**config.mk**
```make
export PLATFORM = sky130hd
export DESIGN_NAME = tws_eeprom
export DESIGN_NICKNAME = d
export VERILOG_FILES = /design/src/tws_pkg.sv /design/src/tws_eeprom.sv
export SDC_FILE = /design/constraint.sdc
export NUM_CORES = 2
export LEC_CHECK = 0
export BUFFER_PORTS_ARGS = -buffer_cell sky130_fd_sc_hd__buf_2
export CORE_ASPECT_RATIO = 2
export CORE_UTILIZATION = 55
export DETAILED_ROUTE_END_ITERATION = 6
export GPL_ROUTABILITY_DRIVEN = 1
export PLACE_DENSITY = 0.8
export RECOVER_POWER = 25
export SYNTH_ARGS = -nofsm -noshare
export SYNTH_HDL_FRONTEND = slang
export SYNTH_SLANG_ARGS = --single-unit
```
**constraint.sdc**
```tcl
create_clock -name ref_clk -period 11.3 [get_ports ref_clk]
set_input_delay 0.565 -clock ref_clk [delete_from_list [all_inputs] [get_ports ref_clk]]
set_output_delay 0.565 -clock ref_clk [all_outputs]
set_load 0.01 [all_outputs]
```
**src/tws_pkg.sv**
```systemverilog
/*
  Constants, encodings and carrier types for the three-wire serial
  EEPROM command block. Assumes a 100 MHz ref_clk.
*/
package tws_pkg;

  localparam int CLK_PERIOD_NS = 10;
  // Longest self-timed write, rounded down to whole clocks
  localparam int WRITE_CYCLE_TIME_NS = 5000000;
  localparam int WRITE_CYCLE_CLKS = WRITE_CYCLE_TIME_NS / CLK_PERIOD_NS;
  localparam int TMR_W = 20;

  localparam int MEM_BYTES = 256;
  localparam int FIFO_WIDTH = 16;
  localparam int FIFO_DEPTH = 8;

  localparam logic [4:0] ADDR_LEN_X8 = 5'h09;
  localparam logic [4:0] ADDR_LEN_X16 = 5'h08;
  localparam logic [4:0] DATA_LEN_X8 = 5'h08;
  localparam logic [4:0] DATA_LEN_X16 = 5'h10;
  localparam logic [4:0] OPC_BITS_LEFT = 5'h01;

  localparam logic [1:0] OPC_READ = 2'h2;
  localparam logic [1:0] OPC_WRITE = 2'h1;
  localparam logic [1:0] OPC_ERASE = 2'h3;
  localparam logic [1:0] OPC_MISC = 2'h0;
  localparam logic [1:0] SUB_ENABLE = 2'h3;
  localparam logic [1:0] SUB_ERASE_ALL = 2'h2;
  localparam logic [1:0] SUB_WRITE_ALL = 2'h1;
  localparam logic [1:0] SUB_DISABLE = 2'h0;

  localparam logic [15:0] ERASED_WORD = 16'hffff;
  localparam logic [8:0] ALL_BYTES = 9'h100;
  localparam logic [8:0] ONE_BYTE = 9'h001;
  localparam logic [8:0] TWO_BYTES = 9'h002;

  typedef enum logic [5:0] {
    ST_IDLE = 6'h01,
    ST_OPC = 6'h02,
    ST_ADDR = 6'h04,
    ST_DATA = 6'h08,
    ST_READ = 6'h10,
    ST_WAIT = 6'h20
  } tws_state_t;

  // One programming job: fill count bytes from start with a pattern
  typedef struct packed {
    logic [7:0] start;
    logic [8:0] count;
    logic [15:0] data;
  } tws_prog_t;

  typedef struct packed {
    logic cs_s1;
    logic cs_s2;
    logic sk_s1;
    logic sk_s2;
    logic sk_prev;
    logic di_s1;
    logic di_s2;
    logic org_s1;
    logic org_s2;
    tws_state_t st;
    logic [4:0] cnt;
    logic [1:0] opc;
    logic [8:0] sr;
    logic [7:0] adr;
    logic [15:0] dat;
    logic wide;
    logic en;
    logic show;
    logic [15:0] sh;
    logic [4:0] ocnt;
    logic dout;
    logic oe;
    logic busy;
    logic [TMR_W-1:0] tmr;
    logic [7:0] pa;
    logic [8:0] pn;
    logic [15:0] pdat;
    logic pwide;
    logic rd_on;
    logic [7:0] ra;
  } tws_regs_t;

endpackage

```
**src/tws_eeprom.sv**
```systemverilog
/*
  Serial command decoder, read streamer, self-timed programmer and the
  read-ahead FIFO of a 2-kbit three-wire serial EEPROM.
  Assumes all four pins are asynchronous to ref_clk and that the shift
  clock runs well below ref_clk/4 so every edge is seen.
*/
`timescale 1ns/1ps

module tws_fifo #(
  parameter int WIDTH = 16,
  parameter int DEPTH = 8
) (
  input wire logic ref_clk,
  input wire logic sys_rst,
  input wire logic flush,
  input wire logic in_valid,
  output logic in_ready,
  input wire logic [WIDTH-1:0] in_data,
  output logic out_valid,
  input wire logic out_ready,
  output logic [WIDTH-1:0] out_data
);
  localparam int AW = $clog2(DEPTH);

  typedef struct packed {
    logic [AW-1:0] wp;
    logic [AW-1:0] rp;
    logic [AW:0] cnt;
  } tws_fifo_state_t;

  tws_fifo_state_t s_reg;
  tws_fifo_state_t s_next;
  logic [WIDTH-1:0] buf_mem [0:DEPTH-1];
  logic push;
  logic pop;

  assign in_ready = (s_reg.cnt != (AW+1)'(DEPTH));
  assign out_valid = (s_reg.cnt != '0);
  assign out_data = buf_mem[s_reg.rp];
  assign push = in_valid & in_ready & ~flush;
  assign pop = out_valid & out_ready & ~flush;

  always_comb
  begin
    s_next = s_reg;
    if (flush)
    begin
      s_next = '0;
    end
    else
    begin
      if (push)
      begin
        s_next.wp = s_reg.wp + 1'b1;
      end
      if (pop)
      begin
        s_next.rp = s_reg.rp + 1'b1;
      end
      s_next.cnt = s_reg.cnt + (AW+1)'(push) - (AW+1)'(pop);
    end
  end

  always_ff @(posedge ref_clk)
  begin
    if (sys_rst)
    begin
      s_reg <= '0;
    end
    else
    begin
      s_reg <= s_next;
    end
  end

  always_ff @(posedge ref_clk)
  begin
    if (push)
    begin
      buf_mem[s_reg.wp] <= in_data;
    end
  end
endmodule // tws_fifo

// Summary of operation
// - Strap high gives 16-bit words, low 8-bit.
// - Instruction is start bit, opcode, address.
// - Opcode 10 reads addressed word.
// - Opcode 00 with 11 enables programming.
// - Opcode 11 erases one addressed word.
// - Opcode 01 writes data word at address.
// - Opcode 00 with 10 erases everything.
// - Opcode 00 with 01 writes word everywhere.
// - Opcode 00 with 00 disables programming.
// - Read data changes on shift-clock rising edges.
// - Dummy zero, then word, MSB first.
// - Held select streams next words, no dummy.
// - Power-up leaves programming disabled.
// - Enable persists until disable or power loss.
// - Writes self-timed, bounded by write cycle time.
// - Select raised after write shows ready/busy.
// - Programming only starts while enabled.
module tws_eeprom
  import tws_pkg::*;
#(
  parameter int WRITE_CYCLES = WRITE_CYCLE_CLKS
) (
  input wire logic ref_clk,
  input wire logic sys_rst,
  input wire logic chip_select,
  input wire logic serial_clock,
  input wire logic serial_in,
  input wire logic word_width_select,
  output logic serial_out,
  output logic serial_out_oe,
  output logic write_busy,
  output logic program_enabled
);
  tws_regs_t r_reg;
  tws_regs_t r_next;
  logic [7:0] mem [0:MEM_BYTES-1];
  logic mem_we;
  logic [7:0] mem_wa;
  logic [7:0] mem_wd;
  logic sk_rise;
  logic fifo_flush;
  logic fifo_push;
  logic fifo_in_ready;
  logic [15:0] fifo_wdata;
  logic fifo_out_valid;
  logic fifo_pop;
  logic [15:0] fifo_rdata;

  function automatic logic [4:0] addr_len(input logic wide);
    return wide ? ADDR_LEN_X16 : ADDR_LEN_X8;
  endfunction

  function automatic logic [4:0] data_len(input logic wide);
    return wide ? DATA_LEN_X16 : DATA_LEN_X8;
  endfunction

  // x16 word w sits in bytes 2w (high) and 2w+1 (low)
  function automatic logic [7:0] byte_addr(input logic [8:0] a,
                                           input logic wide);
    return wide ? {a[6:0], 1'b0} : a[7:0];
  endfunction

  assign sk_rise = r_reg.sk_s2 & ~r_reg.sk_prev;
  assign serial_out = r_reg.dout;
  assign serial_out_oe = r_reg.oe;
  assign write_busy = r_reg.busy;
  assign program_enabled = r_reg.en;

  tws_fifo #(
    .WIDTH(FIFO_WIDTH),
    .DEPTH(FIFO_DEPTH)
  ) u_fifo (
    .ref_clk(ref_clk),
    .sys_rst(sys_rst),
    .flush(fifo_flush),
    .in_valid(fifo_push),
    .in_ready(fifo_in_ready),
    .in_data(fifo_wdata),
    .out_valid(fifo_out_valid),
    .out_ready(fifo_pop),
    .out_data(fifo_rdata)
  );

  always_comb
  begin
    logic [8:0] a;
    logic [15:0] d;
    logic [15:0] w;
    logic [1:0] sub;
    logic go;
    tws_prog_t job;
    a = '0;
    d = '0;
    w = '0;
    sub = '0;
    go = 1'b0;
    job = '0;
    r_next = r_reg;
    mem_we = 1'b0;
    mem_wa = r_reg.pa;
    mem_wd = '0;
    fifo_flush = 1'b0;
    fifo_push = 1'b0;
    fifo_pop = 1'b0;
    fifo_wdata = '0;

    r_next.cs_s1 = chip_select;
    r_next.cs_s2 = r_reg.cs_s1;
    r_next.sk_s1 = serial_clock;
    r_next.sk_s2 = r_reg.sk_s1;
    r_next.sk_prev = r_reg.sk_s2;
    r_next.di_s1 = serial_in;
    r_next.di_s2 = r_reg.di_s1;
    r_next.org_s1 = word_width_select;
    r_next.org_s2 = r_reg.org_s1;

    // Programmer runs on its own, no shift clock needed
    if (r_reg.busy)
    begin
      if (r_reg.pn != '0)
      begin
        mem_we = 1'b1;
        if (r_reg.pwide && !r_reg.pa[0])
        begin
          mem_wd = r_reg.pdat[15:8];
        end
        else
        begin
          mem_wd = r_reg.pdat[7:0];
        end
        r_next.pa = r_reg.pa + 8'h01;
        r_next.pn = r_reg.pn - 9'h001;
      end
      if (r_reg.tmr != '0)
      begin
        r_next.tmr = r_reg.tmr - 1'b1;
      end
      else if (r_reg.pn == '0)
      begin
        r_next.busy = 1'b0;
      end
    end

    // Read-ahead keeps the FIFO topped up; full FIFO stalls it
    if (r_reg.rd_on)
    begin
      if (r_reg.wide)
      begin
        fifo_wdata = {mem[r_reg.ra], mem[r_reg.ra + 8'h01]};
      end
      else
      begin
        fifo_wdata = {8'h00, mem[r_reg.ra]};
      end
      fifo_push = 1'b1;
      if (fifo_in_ready)
      begin
        r_next.ra = r_reg.ra + (r_reg.wide ? 8'h02 : 8'h01);
      end
    end

    if (!r_reg.cs_s2)
    begin
      // Deselect aborts any instruction and frees the pin
      r_next.st = ST_IDLE;
      r_next.oe = 1'b0;
      r_next.rd_on = 1'b0;
      fifo_flush = 1'b1;
    end
    else
    begin
      if (r_reg.st == ST_IDLE && r_reg.show)
      begin
        r_next.oe = 1'b1;
        r_next.dout = ~r_reg.busy;
      end
      if (sk_rise)
      begin
        unique case (r_reg.st)
          ST_IDLE:
          begin
            // Leading zeros before the start bit are skipped
            if (r_reg.di_s2)
            begin
              r_next.st = ST_OPC;
              r_next.cnt = OPC_BITS_LEFT;
              r_next.wide = r_reg.org_s2;
              r_next.show = 1'b0;
              r_next.oe = 1'b0;
            end
          end
          ST_OPC:
          begin
            r_next.opc = {r_reg.opc[0], r_reg.di_s2};
            if (r_reg.cnt == '0)
            begin
              r_next.st = ST_ADDR;
              r_next.cnt = addr_len(r_reg.wide) - 5'h01;
            end
            else
            begin
              r_next.cnt = r_reg.cnt - 5'h01;
            end
          end
          ST_ADDR:
          begin
            a = {r_reg.sr[7:0], r_reg.di_s2};
            r_next.sr = a;
            // Don't-care bits still count toward the field length
            if (r_reg.cnt != '0)
            begin
              r_next.cnt = r_reg.cnt - 5'h01;
            end
            else
            begin
              sub = r_reg.wide ? a[7:6] : a[8:7];
              r_next.st = ST_WAIT;
              r_next.adr = byte_addr(a, r_reg.wide);
              unique case (r_reg.opc)
                OPC_READ:
                begin
                  // Reads during a write cycle are dropped
                  if (!r_reg.busy)
                  begin
                    r_next.st = ST_READ;
                    r_next.rd_on = 1'b1;
                    r_next.ra = byte_addr(a, r_reg.wide);
                    fifo_flush = 1'b1;
                    r_next.dout = 1'b0;
                    r_next.oe = 1'b1;
                    r_next.ocnt = '0;
                  end
                end
                OPC_ERASE:
                begin
                  go = 1'b1;
                  job.start = byte_addr(a, r_reg.wide);
                  job.count = r_reg.wide ? TWO_BYTES : ONE_BYTE;
                  job.data = ERASED_WORD;
                end
                OPC_WRITE:
                begin
                  r_next.st = ST_DATA;
                  r_next.cnt = data_len(r_reg.wide) - 5'h01;
                end
                OPC_MISC:
                begin
                  unique case (sub)
                    SUB_ENABLE: r_next.en = 1'b1;
                    SUB_DISABLE: r_next.en = 1'b0;
                    SUB_ERASE_ALL:
                    begin
                      go = 1'b1;
                      job.start = '0;
                      job.count = ALL_BYTES;
                      job.data = ERASED_WORD;
                    end
                    SUB_WRITE_ALL:
                    begin
                      r_next.st = ST_DATA;
                      r_next.adr = '0;
                      r_next.cnt = data_len(r_reg.wide) - 5'h01;
                    end
                  endcase
                end
              endcase
            end
          end
          ST_DATA:
          begin
            d = {r_reg.dat[14:0], r_reg.di_s2};
            r_next.dat = d;
            if (r_reg.cnt != '0)
            begin
              r_next.cnt = r_reg.cnt - 5'h01;
            end
            else
            begin
              r_next.st = ST_WAIT;
              go = 1'b1;
              job.start = r_reg.adr;
              job.data = d;
              if (r_reg.opc == OPC_MISC)
              begin
                job.count = ALL_BYTES;
              end
              else
              begin
                job.count = r_reg.wide ? TWO_BYTES : ONE_BYTE;
              end
            end
          end
          ST_READ:
          begin
            if (r_reg.ocnt == '0)
            begin
              // Word boundary: next word follows with no dummy bit
              fifo_pop = 1'b1;
              w = r_reg.wide ? fifo_rdata : {fifo_rdata[7:0], 8'h00};
              r_next.dout = w[15];
              r_next.sh = {w[14:0], 1'b0};
              r_next.ocnt = data_len(r_reg.wide) - 5'h01;
            end
            else
            begin
              r_next.dout = r_reg.sh[15];
              r_next.sh = {r_reg.sh[14:0], 1'b0};
              r_next.ocnt = r_reg.ocnt - 5'h01;
            end
          end
          ST_WAIT:
          begin
            r_next.st = ST_WAIT;
          end
        endcase
      end
    end

    // Discard programming when disabled or a cycle is running
    if (go && r_reg.en && !r_reg.busy)
    begin
      r_next.busy = 1'b1;
      r_next.tmr = TMR_W'(WRITE_CYCLES - 1);
      r_next.pa = job.start;
      r_next.pn = job.count;
      r_next.pdat = job.data;
      r_next.pwide = r_reg.wide;
      r_next.show = 1'b1;
    end
  end

  always_ff @(posedge ref_clk)
  begin
    if (sys_rst)
    begin
      r_reg <= '0;
      r_reg.st <= ST_IDLE;
    end
    else
    begin
      r_reg <= r_next;
    end
  end

  // Array is not reset: its contents are nonvolatile
  always_ff @(posedge ref_clk)
  begin
    if (mem_we)
    begin
      mem[mem_wa] <= mem_wd;
    end
  end
endmodule // tws_eeprom

```
==> impl_metrics.toml <==
[run_status]
outcome = "finished, violations left"
violations = "design-rule violations, max-capacitance violations, max-slew violations"

[route]
drt_pass1_iterations = 7
drt-initial-drc-count = 10800
ant_nets = 0
drc = 17
vias = 67900
wl_um = 359000
vias_per_cell = 7.55
wl_per_cell_um = 39.9

[worst_setup_path]
crit_path_end_kind = "flop"
crit_type = "reg -> reg"
cp-start-kind = "flop"
arrival_ns = 8.81
cp.required_ns = 11.22
worstPathCellList = "o21ai_0 > nor2_1 > clkbuf_2"
slowest_stage = "clkbuf_2"
cpPeakStageDelay_ns = 3.30
cp_max_fo = 215

[place]
dp_hpwl_um = 229000
io_buffers = 9
gp_congestion = 1.03

[floorplan]
core-area_um2 = 198000
io_pins = 10
die_w_um = 317
rows = 231
fp.dieArea_um2 = 200000
start_util_pct = 55.2
die_y_um = 632

[synth]
yosysSeqAreaShare_pct = 62.7
synth_largest_area_cell = "edfxtp_1"
syn-instance-count = 6361
synth.area.top_cells = "edfxtp_1, mux4_2, mux2i_1, dfxtp_1, nor2_1"
netlist_area_um2 = 109000
ys.warnings.count = 0
yosysTopAreaCellShare_pct = 59.8
synth-edff-count = 2176
syn_area_per_cell_um2 = 17.2
synth_top_cells_by_count = "edfxtp_1, mux4_2, mux2i_1"
synth_ff_type = "edfxtp_1"
yosysMostFrequentCell = "edfxtp_1"
ys_ff_latch = 2331
synth_cell_types = 84
async_flop_share_pct = 0
synth_nets = 6398

[global_routing]
grt_util_all_layers_pct = 36.1
grt_max_degree = 256
grt-ovfl-total = 0
grt_pass1_vias = 67700
grt_pass1_wl_um = 502000
antenna_found_initial = 36

[cts]
cts_made_buffers = 193
cts_max_path_buffers = 4
path_clk_slew_ns = 0.07
cts_root_buf = "clkbuf_16"
cts_htree_levels = 4
clock_latency_ns = 0.90
cts_tree = "yes"
clock-sinks = 2331
ctsResizeCount = 0

[sta]
finalSetupViolCount = 0
post-route-period-util_pct = 78.7
setup_tns_ns = 0
period_needed_ns = 8.89
finalClockSkew_ns = 0.0515
worst_pin_slew_ns = 5.47
slew_headroom_pct = -265
grt_setup_unrepaired = "no"
slew_violations = 1146
final-hold-violation-count = 0
fmax_mhz = 112

[power]
irDropWorstVdd_mv = 0.130
totalPowerFinal_w = 0.0161
powerDensity_nw_per_um2 = 137
power_leakage_nw = 37.5

[cells_and_area]
fillers = 13900
syn2layout_area_growth_pct = 7.98
drive_gt1_share_pct = 23.4
largest_reg_flops = 2048
multi_input_area_um2 = 38300
final_nets = 6293
seq_area_um2 = 68500

[min_path]
hp-class = "in -> reg"

[job]
maxCapViolCount = 19
[worst max-delay path, delay by kind of cell, from the launching register on]
kind | cells | cell delay [ns]
flops | 1 | 0.91
buf+inv | 1 | 3.30
compound gates | 1 | 0.58
simple gates | 1 | 2.35
[final cells by class]
type | count | area share, %
clock buffer | 222 | 4.23
clock inverter | 116 | 0.988
timing repair buffer | 187 | 1.29
multi-input combinational | 3500 | 32.5
sequential | 2331 | 58.1
inverter | 43 | 0.143
antenna | 28 | 0.0594
tap | 2563 | 2.72
[placed cells by master, fill, tap and decap left out, drive strengths merged, types with 22 or more instances in the layout]
cell	synthesis	final
edfxtp	2176	2176
a221oi	56	56
diode	0	28
a32oi	48	48
clkbuf	200	239
o22ai	35	35
and3	42	42
o221ai	32	32
nor3	62	62
a21oi	151	151
nor2	455	455
xnor2	28	28
ha	29	29
a22oi	81	81
a211oi	40	40
mux2i	491	491
nor2b	40	40
clkinv	2	77
o211ai	22	22
mux4	965	965
buf	287	165
a31oi	32	32
inv	41	50
nand3	84	84
nand2	435	435
dfxtp	155	155
o21ai	109	109
[per-stage QoR]
stage | instances | instance area, µm² | hold WS [ns] | setup slack [ns] | util (%)
3_3_place_gp | 8613 | 112000 | 0.431 | 4.40 | 56.5
5_1_grt | 8964 | 118000 | 0.199 | 2.61 | 59.6
3_5_place_dp | 8615 | 112000 | 0.426 | 4.84 | 56.5
4_1_cts | 8957 | 118000 | 0.154 | 4.79 | 59.6
6_report | 8990 | 118000 | 0.160 | 2.41 | 59.6
2_1_floorplan | 6361 | 109000 | 0.414 | 2.89 | -
[path summary, 6_finish.rpt]
path	endpoint	slack, ns	startpoint	depth (start not counted)
hold reg to reg	r_reg[138]	0.45	r_next[138]	1
setup / recovery	mem[125][5]	2.41	write_busy	3
setup reg to reg	mem[125][5]	2.41	write_busy	3
hold / removal	r_next[136]	0.16	sys_rst	2
[repair_timing]
action / CTS / global route
hold endpoints to repair: 4 / 0
hold buffers: 4 / 0
setup endpoints to repair: 0 / 0
setup buffers: 0 / 0
[power breakdown]
part	leakage (nW)	switching [W]	internal [W]	total, W
Clock	3.00	0.00316	0.00366	0.00682
Sequential	23.7	0.00000137	0.00928	0.00928
Combinational	10.8	0.0000122	0.00000410	0.0000163
Total	37.5	0.00317	0.0129	0.0161
[routing by layer]
metal	track usage [%]	vias up	wire length, µm
met5	0.0741	-	195
met4	36.0	26	45500
met3	9.40	1809	42600
met2	57.1	5840	171000
met1	38.3	34200	99800
li1	-	26000	-
[cells by family after synthesis]
| kind of cell | after synthesis | synth area share [%] |
|---|---|---|
| AOI/OAI and AO/OA | 720 | 4.58 |
| DFF | 2331 | 62.7 |
| buffers and inverters | 530 | 2.48 |
| xor gates and xnor gates | 47 | 0.384 |
| muxes | 1471 | 24.6 |
| adders and majority gates | 31 | 0.369 |
| and+or+nand+nor | 1231 | 4.94 |
No activity file was read; power rests on OpenSTA's default activity.
